### config.mk
export PLATFORM = sky130hd
export DESIGN_NAME = spb_dev_flat
export DESIGN_NICKNAME = d
export VERILOG_FILES = /design/src/logic/spb_pkg.sv /design/src/logic/spb_link_if.sv /design/src/logic/spb_sync.sv /design/src/logic/spb_dev.sv /design/src/flat_wrapper.sv
export SDC_FILE = /design/constraint.sdc
export NUM_CORES = 1
export LEC_CHECK = 0
export BUFFER_PORTS_ARGS = -buffer_cell sky130_fd_sc_hd__buf_4
export CORE_ASPECT_RATIO = 2
export CORE_MARGIN = 2
export CORE_UTILIZATION = 65
export DETAILED_ROUTE_END_ITERATION = 6
export PLACE_DENSITY = 0.93
export SYNTH_ARGS = -nofsm -noshare
export SYNTH_HDL_FRONTEND = slang
export SYNTH_SLANG_ARGS = --single-unit
### constraint.sdc
create_clock -name ref_clk -period 11.4 [get_ports ref_clk]
set_clock_uncertainty 0.1 [all_clocks]
set_input_delay 1.71 -clock ref_clk [delete_from_list [all_inputs] [get_ports ref_clk]]
set_output_delay 1.71 -clock ref_clk [all_outputs]
set_load 0.005 [all_outputs]
### src/logic/spb_pkg.sv
/*
 * Shared constants, frame helpers and host register map for the serial
 * port bridge (device end, host end, link carrier).
 * Assumes one 250 MHz system clock on both ends and a mode-0 serial link.
 */
package spb_pkg;

	// ****************************************
	// Frame layout
	// ****************************************
	localparam int          FRAME_BITS   = 16;
	localparam int          ADDR_W       = 13;
	localparam logic [4:0]  FRAME_CNT    = 5'h10;
	localparam int          ST_BUS_FAULT = 0;
	localparam int          ST_CLK_FAULT = 2;
	localparam int          ST_IGNORED   = 3;
	localparam logic [15:0] RESP_RST     = 16'h2002;

	// ****************************************
	// Address windows
	// ****************************************
	localparam logic [12:0] SECURE_LO_END = 13'h008F;
	localparam logic [12:0] SECURE_HI_BEG = 13'h1800;
	localparam logic [12:0] SECURE_HI_END = 13'h188F;
	localparam logic [15:0] PORT_EN_ADDR  = 16'h1802;

	// ****************************************
	// Timing
	// ****************************************
	localparam int CLK_NS          = 4;
	localparam int SCLK_HALF_NS    = 50;
	localparam int SCLK_HALF_CYC   = (SCLK_HALF_NS + CLK_NS - 1) / CLK_NS;
	localparam int BUS_WAIT_CYC    = 16;
	localparam int FRAME_GAP_CYC   = 64;
	localparam int STRAP_HOLD_NS   = 1000;
	localparam int STRAP_HOLD_CYC  = (STRAP_HOLD_NS + CLK_NS - 1) / CLK_NS;
	localparam int STRAP_DRIVE_CYC = 2 * STRAP_HOLD_CYC;

	// ****************************************
	// Host register map
	// ****************************************
	localparam logic [7:0] HREG_ADDR   = 8'h00;
	localparam logic [7:0] HREG_WDATA  = 8'h04;
	localparam logic [7:0] HREG_CMD    = 8'h08;
	localparam logic [7:0] HREG_STAT   = 8'h0C;
	localparam int         CMD_READ    = 0;
	localparam int         CMD_WRITE   = 1;

	// ****************************************
	// Frame helpers
	// ****************************************
	// even parity append
	function automatic logic [15:0] spb_frame(input logic [13:0] body);
		return {body, ^body[13:7], ^body[6:0]};
	endfunction

	function automatic logic spb_parity_ok(input logic [15:0] f);
		return f == spb_frame(f[15:2]);
	endfunction

endpackage

### src/logic/spb_link_if.sv
/*
 * Serial link carrier between host end and device end.
 * Assumes the bench resolves the data-out wire from its enable.
 */
`timescale 1ns/100ps
interface spb_link_if;
	logic sclk;
	logic ss_n;
	logic mosi;
	logic miso;
	logic miso_oe;
	logic enable_strap_pin_n;

	modport dev_mp (input sclk, input ss_n, input mosi, input enable_strap_pin_n, output miso, output miso_oe);
	modport host_mp (output sclk, output ss_n, output mosi, output enable_strap_pin_n, input miso, input miso_oe);
endinterface

### src/logic/spb_sync.sv
/*
 * Two-flop level synchroniser with clock enable.
 * Assumes the input is asynchronous to ref_clk.
 */
`timescale 1ns/100ps
module spb_sync #(
	parameter logic RST_VAL = 1'b0
) (
	// Clock and reset
	input  wire logic ref_clk,
	input  wire logic sys_rst,
	input  wire logic clk_en,
	// Level
	input  wire logic async_in,
	output logic      sync_out
);
	logic meta_r;
	logic sync_r;

	always_ff @(posedge ref_clk or posedge sys_rst) begin
		if (sys_rst) begin
			meta_r <= RST_VAL;
			sync_r <= RST_VAL;
		end else if (clk_en) begin
			meta_r <= async_in;
			sync_r <= meta_r;
		end
	end

	assign sync_out = sync_r;
endmodule

### src/logic/spb_dev.sv
/*
 * Device end: mode-0 serial slave that masters the internal bus for
 * single-byte reads and writes.
 * Assumes bus_gnt answers bus_req, and read data stand the cycle after
 * the read strobe.
 */
// Implementation choices: strobed register access and the placing of the registers.
`timescale 1ns/100ps
module spb_dev
	import spb_pkg::*;
(
	// Clock and reset
	input  wire logic        ref_clk,
	input  wire logic        sys_rst,
	input  wire logic        clk_en,
	// Serial link
	spb_link_if.dev_mp       link,
	// Enable and security
	input  wire logic        serial_port_enable,
	input  wire logic [1:0]  memory_security_level,
	// Internal bus master
	output logic             bus_req,
	input  wire logic        bus_gnt,
	output logic [15:0]      bus_addr,
	output logic             bus_rd,
	output logic             bus_wr,
	output logic [7:0]       bus_wdata,
	input  wire logic [7:0]  bus_rdata,
	output logic             cpu_stall,
	// Status
	output logic             port_active,
	output logic [4:0]       last_status
);

	typedef enum logic [1:0] {
		P_IDLE = 2'b00,
		P_REQ  = 2'b01,
		P_XFER = 2'b11,
		P_CAP  = 2'b10
	} spb_pstate_t;

	localparam logic [3:0] SYNC_RST = 4'h2;

	// ****************************************
	// Helpers
	// ****************************************
	// reserved status bit zero
	function automatic logic [13:0] resp_body(input logic op, input logic [4:0] st, input logic [7:0] d);
		return {op, 1'b0, st[3:0], d};
	endfunction

	function automatic logic addr_blocked(input logic [1:0] lvl, input logic [12:0] a);
		return (lvl != 2'b00) && !((a <= SECURE_LO_END) || ((a >= SECURE_HI_BEG) && (a <= SECURE_HI_END)));
	endfunction

	// ****************************************
	// Synchronisers
	// ****************************************
	logic [3:0] raw;
	logic [3:0] syn;
	logic       sclk_s;
	logic       ss_s;
	logic       mosi_s;
	logic       strap_s;

	assign raw = {link.enable_strap_pin_n, link.mosi, link.ss_n, link.sclk};

	generate
		for (genvar gi = 0; gi < 4; gi++) begin : g_sync
			spb_sync #(.RST_VAL(SYNC_RST[gi])) u_sync (
				.ref_clk  (ref_clk),
				.sys_rst  (sys_rst),
				.clk_en   (clk_en),
				.async_in (raw[gi]),
				.sync_out (syn[gi])
			);
		end
	endgenerate

	assign sclk_s  = syn[0];
	assign ss_s    = syn[1];
	assign mosi_s  = syn[2];
	assign strap_s = syn[3];

	// ****************************************
	// Edge detection
	// ****************************************
	logic sclk_d_r;
	logic ss_d_r;
	logic sclk_rise;
	logic sclk_fall;
	logic ss_fall;
	logic ss_rise;

	always_ff @(posedge ref_clk or posedge sys_rst) begin
		if (sys_rst) begin
			sclk_d_r <= 1'b0;
			ss_d_r   <= 1'b1;
		end else if (clk_en) begin
			sclk_d_r <= sclk_s;
			ss_d_r   <= ss_s;
		end
	end

	assign sclk_rise = sclk_s & ~sclk_d_r;
	assign sclk_fall = ~sclk_s & sclk_d_r;
	assign ss_fall   = ~ss_s & ss_d_r;
	assign ss_rise   = ss_s & ~ss_d_r;

	// ****************************************
	// Enable
	// ****************************************
	logic [8:0] strap_cnt_r;
	logic       strap_open_r;
	logic       strap_en_r;
	logic       en_r;

	always_ff @(posedge ref_clk or posedge sys_rst) begin
		if (sys_rst) begin
			strap_cnt_r  <= 9'h000;
			strap_open_r <= 1'b1;
			strap_en_r   <= 1'b0;
		end else if (clk_en && strap_open_r) begin
			if (strap_s) begin
				strap_open_r <= 1'b0;
			end else if (strap_cnt_r == 9'(STRAP_HOLD_CYC - 1)) begin
				strap_en_r   <= 1'b1;
				strap_open_r <= 1'b0;
			end else begin
				strap_cnt_r <= strap_cnt_r + 9'h001;
			end
		end
	end

	always_ff @(posedge ref_clk or posedge sys_rst) begin
		if (sys_rst) begin
			en_r <= 1'b0;
		end else if (clk_en && ss_s) begin
			en_r <= serial_port_enable | strap_en_r;
		end
	end

	// ****************************************
	// Shifter
	// ****************************************
	logic [4:0]  bit_cnt_r;
	logic [15:0] rx_r;
	logic [15:0] tx_r;
	logic [15:0] resp_r;
	logic        miso_r;
	logic        miso_oe_r;
	logic        done_r;
	logic [4:0]  done_cnt_r;

	always_ff @(posedge ref_clk or posedge sys_rst) begin
		if (sys_rst) begin
			bit_cnt_r  <= 5'h00;
			rx_r       <= 16'h0000;
			done_r     <= 1'b0;
			done_cnt_r <= 5'h00;
		end else if (clk_en) begin
			done_r <= 1'b0;
			if (!en_r || ss_fall) begin
				bit_cnt_r <= 5'h00;
			end else if (ss_rise) begin
				done_r     <= 1'b1;
				done_cnt_r <= bit_cnt_r;
				bit_cnt_r  <= 5'h00;
			end else if (sclk_rise && !ss_s) begin
				rx_r <= {rx_r[14:0], mosi_s};
				if (bit_cnt_r != 5'h1F) begin
					bit_cnt_r <= bit_cnt_r + 5'h01;
				end
			end
		end
	end

	always_ff @(posedge ref_clk or posedge sys_rst) begin
		if (sys_rst) begin
			tx_r      <= 16'h0000;
			miso_r    <= 1'b0;
			miso_oe_r <= 1'b0;
		end else if (clk_en) begin
			if (!en_r || ss_s) begin
				miso_oe_r <= 1'b0;
			end else if (ss_fall) begin
				tx_r      <= resp_r;
				miso_r    <= resp_r[15];
				miso_oe_r <= 1'b1;
			end else if (sclk_fall && bit_cnt_r != 5'h00) begin
				tx_r   <= {tx_r[14:0], 1'b0};
				miso_r <= tx_r[14];
			end
		end
	end

	// ****************************************
	// Command processing and bus master
	// ****************************************
	spb_pstate_t st_r;
	logic        pend_wr_r;
	logic        op_wr_r;
	logic [12:0] addr_r;
	logic [7:0]  wdata_r;
	logic [4:0]  wait_r;
	logic [4:0]  status_r;
	logic        bus_req_r;
	logic        bus_rd_r;
	logic        bus_wr_r;

	always_ff @(posedge ref_clk or posedge sys_rst) begin
		if (sys_rst) begin
			st_r      <= P_IDLE;
			pend_wr_r <= 1'b0;
			op_wr_r   <= 1'b0;
			addr_r    <= 13'h0000;
			wdata_r   <= 8'h00;
			wait_r    <= 5'h00;
			status_r  <= 5'h08;
			resp_r    <= RESP_RST;
			bus_req_r <= 1'b0;
			bus_rd_r  <= 1'b0;
			bus_wr_r  <= 1'b0;
		end else if (clk_en) begin
			case (st_r)
				P_IDLE: begin
					if (done_r) begin
						if (done_cnt_r != FRAME_CNT || !spb_parity_ok(rx_r) || (pend_wr_r && !rx_r[15])) begin
							status_r <= {1'b0, 1'b1, (done_cnt_r != FRAME_CNT), 2'b00};
							resp_r    <= spb_frame(resp_body(resp_r[15],
								{1'b0, 1'b1, (done_cnt_r != FRAME_CNT), 2'b00}, resp_r[9:2]));
							pend_wr_r <= 1'b0;
						end else if (pend_wr_r) begin
							pend_wr_r <= 1'b0;
							op_wr_r   <= 1'b1;
							wdata_r   <= rx_r[9:2];
							if (addr_blocked(memory_security_level, addr_r)) begin
								status_r <= 5'h09;
								resp_r   <= spb_frame(resp_body(1'b1, 5'h09, rx_r[9:2]));
							end else begin
								wait_r <= 5'h00;
								st_r   <= P_REQ;
							end
						end else if (rx_r[15]) begin
							pend_wr_r <= 1'b1;
							addr_r    <= rx_r[14:2];
							resp_r    <= rx_r;
						end else begin
							op_wr_r <= 1'b0;
							addr_r  <= rx_r[14:2];
							if (addr_blocked(memory_security_level, rx_r[14:2])) begin
								status_r <= 5'h01;
								resp_r   <= spb_frame(resp_body(1'b0, 5'h01, resp_r[9:2]));
							end else begin
								wait_r <= 5'h00;
								st_r   <= P_REQ;
							end
						end
					end
				end
				P_REQ: begin
					bus_req_r <= 1'b1;
					if (bus_req_r && bus_gnt) begin
						bus_rd_r <= ~op_wr_r;
						bus_wr_r <= op_wr_r;
						st_r     <= P_XFER;
					end else if (wait_r == 5'(BUS_WAIT_CYC - 1)) begin
						bus_req_r <= 1'b0;
						status_r  <= op_wr_r ? 5'h09 : 5'h01;
						resp_r    <= spb_frame(resp_body(op_wr_r, op_wr_r ? 5'h09 : 5'h01,
							op_wr_r ? wdata_r : resp_r[9:2]));
						st_r      <= P_IDLE;
					end else begin
						wait_r <= wait_r + 5'h01;
					end
				end
				P_XFER: begin
					bus_rd_r <= 1'b0;
					bus_wr_r <= 1'b0;
					st_r     <= P_CAP;
				end
				P_CAP: begin
					bus_req_r <= 1'b0;
					status_r  <= 5'h00;
					resp_r    <= spb_frame(resp_body(op_wr_r, 5'h00, op_wr_r ? wdata_r : bus_rdata));
					st_r      <= P_IDLE;
				end
				default: begin
					st_r <= P_IDLE;
				end
			endcase
		end
	end

	// ****************************************
	// Outputs
	// ****************************************
	logic port_active_r;

	always_ff @(posedge ref_clk or posedge sys_rst) begin
		if (sys_rst) begin
			port_active_r <= 1'b0;
		end else if (clk_en) begin
			port_active_r <= en_r & ~ss_s;
		end
	end

	assign link.miso    = miso_r;
	assign link.miso_oe = miso_oe_r;
	assign bus_req      = bus_req_r;
	assign cpu_stall    = bus_req_r;
	assign bus_addr     = {3'b000, addr_r};
	assign bus_rd       = bus_rd_r;
	assign bus_wr       = bus_wr_r;
	assign bus_wdata    = wdata_r;
	assign port_active  = port_active_r;
	assign last_status  = status_r;

endmodule

### src/flat_wrapper.sv
// flat-port wrapper written by rule: the top's interface ports become plain ports
module spb_dev_flat import spb_pkg::*;
  (ref_clk, sys_rst, clk_en, serial_port_enable, memory_security_level, bus_req, bus_gnt, bus_addr, bus_rd, bus_wr, bus_wdata, bus_rdata, cpu_stall, port_active, last_status, link_sclk, link_ss_n, link_mosi, link_enable_strap_pin_n, link_miso, link_miso_oe);
  spb_link_if link_i ();
  input  wire logic ref_clk;
  input  wire logic sys_rst;
  input  wire logic clk_en;
  input  wire logic serial_port_enable;
  input  wire logic [1:0] memory_security_level;
  output logic bus_req;
  input  wire logic bus_gnt;
  output logic [15:0] bus_addr;
  output logic bus_rd;
  output logic bus_wr;
  output logic [7:0] bus_wdata;
  input  wire logic [7:0] bus_rdata;
  output logic cpu_stall;
  output logic port_active;
  output logic [4:0] last_status;
  input wire logic [$bits(link_i.sclk)-1:0] link_sclk;
  input wire logic [$bits(link_i.ss_n)-1:0] link_ss_n;
  input wire logic [$bits(link_i.mosi)-1:0] link_mosi;
  input wire logic [$bits(link_i.enable_strap_pin_n)-1:0] link_enable_strap_pin_n;
  output wire logic [$bits(link_i.miso)-1:0] link_miso;
  output wire logic [$bits(link_i.miso_oe)-1:0] link_miso_oe;
  assign link_i.sclk = link_sclk;
  assign link_i.ss_n = link_ss_n;
  assign link_i.mosi = link_mosi;
  assign link_i.enable_strap_pin_n = link_enable_strap_pin_n;
  assign link_miso = link_i.miso;
  assign link_miso_oe = link_i.miso_oe;
  spb_dev u_core (.ref_clk(ref_clk), .sys_rst(sys_rst), .clk_en(clk_en), .link(link_i), .serial_port_enable(serial_port_enable), .memory_security_level(memory_security_level), .bus_req(bus_req), .bus_gnt(bus_gnt), .bus_addr(bus_addr), .bus_rd(bus_rd), .bus_wr(bus_wr), .bus_wdata(bus_wdata), .bus_rdata(bus_rdata), .cpu_stall(cpu_stall), .port_active(port_active), .last_status(last_status));
endmodule
==> metrics.txt <==
synthesized instance count=633; sequential cell area=2990 sq um; # Max-Cap Violations=0; # hold bufs at CTS=0; FMAX=269 MHz; drc violations=1; post-synthesis sequential area ratio=46.4%; GP Congestion=0.935; Area Overhead vs Synth=16.0%; ranking of synthesized cells by area=dfrtp_1, mux2_2, ha_1, a21oi_1, mux2i_1; relative slew slack=29.8%; multi-input combinational cell area=3170 sq um; Max VDD drop=0.177 mV; core area=9700 sq um; Synth Register Bits=119; gr usage total=32.2%; vias per cell=6.33; synth unique cells=68; final core utilization=77.0%; Synthesis Warnings=0; # IOs=55; share of cells above drive strength 1=21.9%; Die Height=145 um; global-route wire length before repair=26.1 mm; crit path capture type=flop; largest net degree at the start of global routing=67; pwr/cell area=233 nW/um^2; Max Root-Sink Buffers=2; Leakage=3.32 nW; Final period util=32.6%; measured slew at the worst slew-check pin=1050 ps; worst hold path class=flop to flop; post-route setup TNS=0 ps; Fin. Hold Viols=0; post-CTS sizing=0; vias=5142; antenna violations before repair=0; mapped cell area=6430 sq um; GRT overflow=0; row count=51; antenna cells=0; failing checks=design-rule violations; nets=707; async set-reset flop share out of synthesis=100%; min cycle time layout=3710 ps; vias in the first global route=5243; final wirelength=15.8 mm; clk root buf=clkbuf_16; # clock sinks=119; RSZ-0062 raised after global routing=no; CP arrival=3930 ps; fin. max-slew vios=0; remaining antenna violation count=0; Post-synth EDFFs=0; total CTS buffers=17; post-synth top area cell=dfrtp_1; DP HPWL=10.9 mm; I/O Buffers=49; H-tree levels=4; synthesized area per cell=10.2 sq um; Clock Latency Late Sink=430 ps; Post-CTS Setup Bufs=0; Critical Path RT=11610 ps; # setup viols final=0; drt first pass iters=7; status=finished, violations left; Fill cells=617; Clock transition at path regs=60 ps; post-DR wirelength/cell=19.5 um; critical path class=input port to flop; Initial DRC Count=417; CP Launch Type=input port; CTS tree=done; Most used DFF post-synth=dfrtp_1; starting density of the core=66.3%; share of the synthesized area in the top cell type=43.6%; die area=10800 sq um; crit path max fanout=19; DIE WIDTH=74.4 um; most frequent cells in the layout=dfrtp_1, nand2_1, buf_4; commonest non-fill, non-tap cell in the layout=dfrtp_1
[cells in the mapped netlist (9+ instances only)]
master	n
o211ai_1	9
o22ai_1	10
a31oi_1	15
dfrtp_1	112
o21ai_0	35
xnor2_1	21
nand2_1	60
inv_1	29
nor2_1	39
a21oi_1	50
nand3_1	10
clkbuf_1	22
mux2_2	39
ha_1	21
mux2i_1	24
[final timing paths]
kind                       cells after the start                                 to                              start  slack (ps)
setup / recovery                               7      u_core.resp_r[12]$_DFFE_PP0P_                            bus_gnt        7690
hold / removal                                 1  u_core.strap_cnt_r[8]$_DFFE_PP0P_  u_core.strap_cnt_r[8]$_DFFE_PP0P_         370
setup reg to reg                               8       u_core.addr_r[2]$_DFFE_PP0P_         u_core.rx_r[2]$_DFFE_PP0P_        7920
hold reg to reg                                1  u_core.strap_cnt_r[8]$_DFFE_PP0P_  u_core.strap_cnt_r[8]$_DFFE_PP0P_         370
max in group asynchronous                      3    u_core.bit_cnt_r[0]$_DFFE_PP0P_                            sys_rst        8690
min in group asynchronous                      2         u_core.bus_req$_DFFE_PP0P_                            sys_rst        1350
[critical path: stages]
cell	delay (ps)
buf_4	120
and3_1	210
nor2_1	220
o2111a_1	620
o31a_1	350
and2_0	320
mux2_2	370
[metrics by stage]
stage	hold WS, ps	instances	setup slack (ps)	instance area (sq um)	total power [mW]
floorplan	337	637	6440	6450	0.997
global placement	353	780	7500	6820	1.12
detailed placement	361	780	7330	6820	1.15
CTS	375	812	7770	7470	1.73
global route	388	812	7610	7470	1.82
finish	366	812	7690	7470	1.74
[registers in the layout, indices dropped and copies added, names as in the netlist, 5 cells and up]
name	count
u_core.addr_r	13
u_core.bit_cnt_r	5
u_core.bus_wdata	8
u_core.done_cnt_r	5
u_core.resp_r	16
u_core.rx_r	16
u_core.strap_cnt_r	9
u_core.tx_r	15
u_core.wait_r	5
[cells by family after synthesis]
group / Yosys count / synth area share (%)
buffers and inverters: 70 / 4.65
AND/OR/NAND/NOR: 169 / 13.1
AO/OA/AOI/OAI: 155 / 14.8
flip-flops: 119 / 46.4
multiplexers: 64 / 10.8
XOR/XNOR: 34 / 6.07
adder cells (fa/ha/maj): 21 / 4.08
other: 1 / 0.0583
[per-layer routing]
layer / up-vias / GRT usage [%] / routed length (um)
li1: 2313 / - / -
met1: 2520 / 36.0 / 5600
met5: - / 0 / 0
met4: 0 / 18.1 / 744
met2: 242 / 55.5 / 8650
met3: 67 / 6.86 / 844
[power breakdown]
group	internal, mW	switching, mW
Combinational	0.240	0.314
Clock	0.371	0.210
Sequential	0.516	0.0927
[cell type report]
class                           count  area share, %
Tap cell                          132           2.21
Timing Repair Buffer               52           5.23
Clock inverter                     15           2.90
Inverter                           29           1.49
Sequential cell                   119           40.0
Clock buffer                       17           5.70
Multi-Input combinational cell    448           42.5
(Power assumes the default switching activity.)
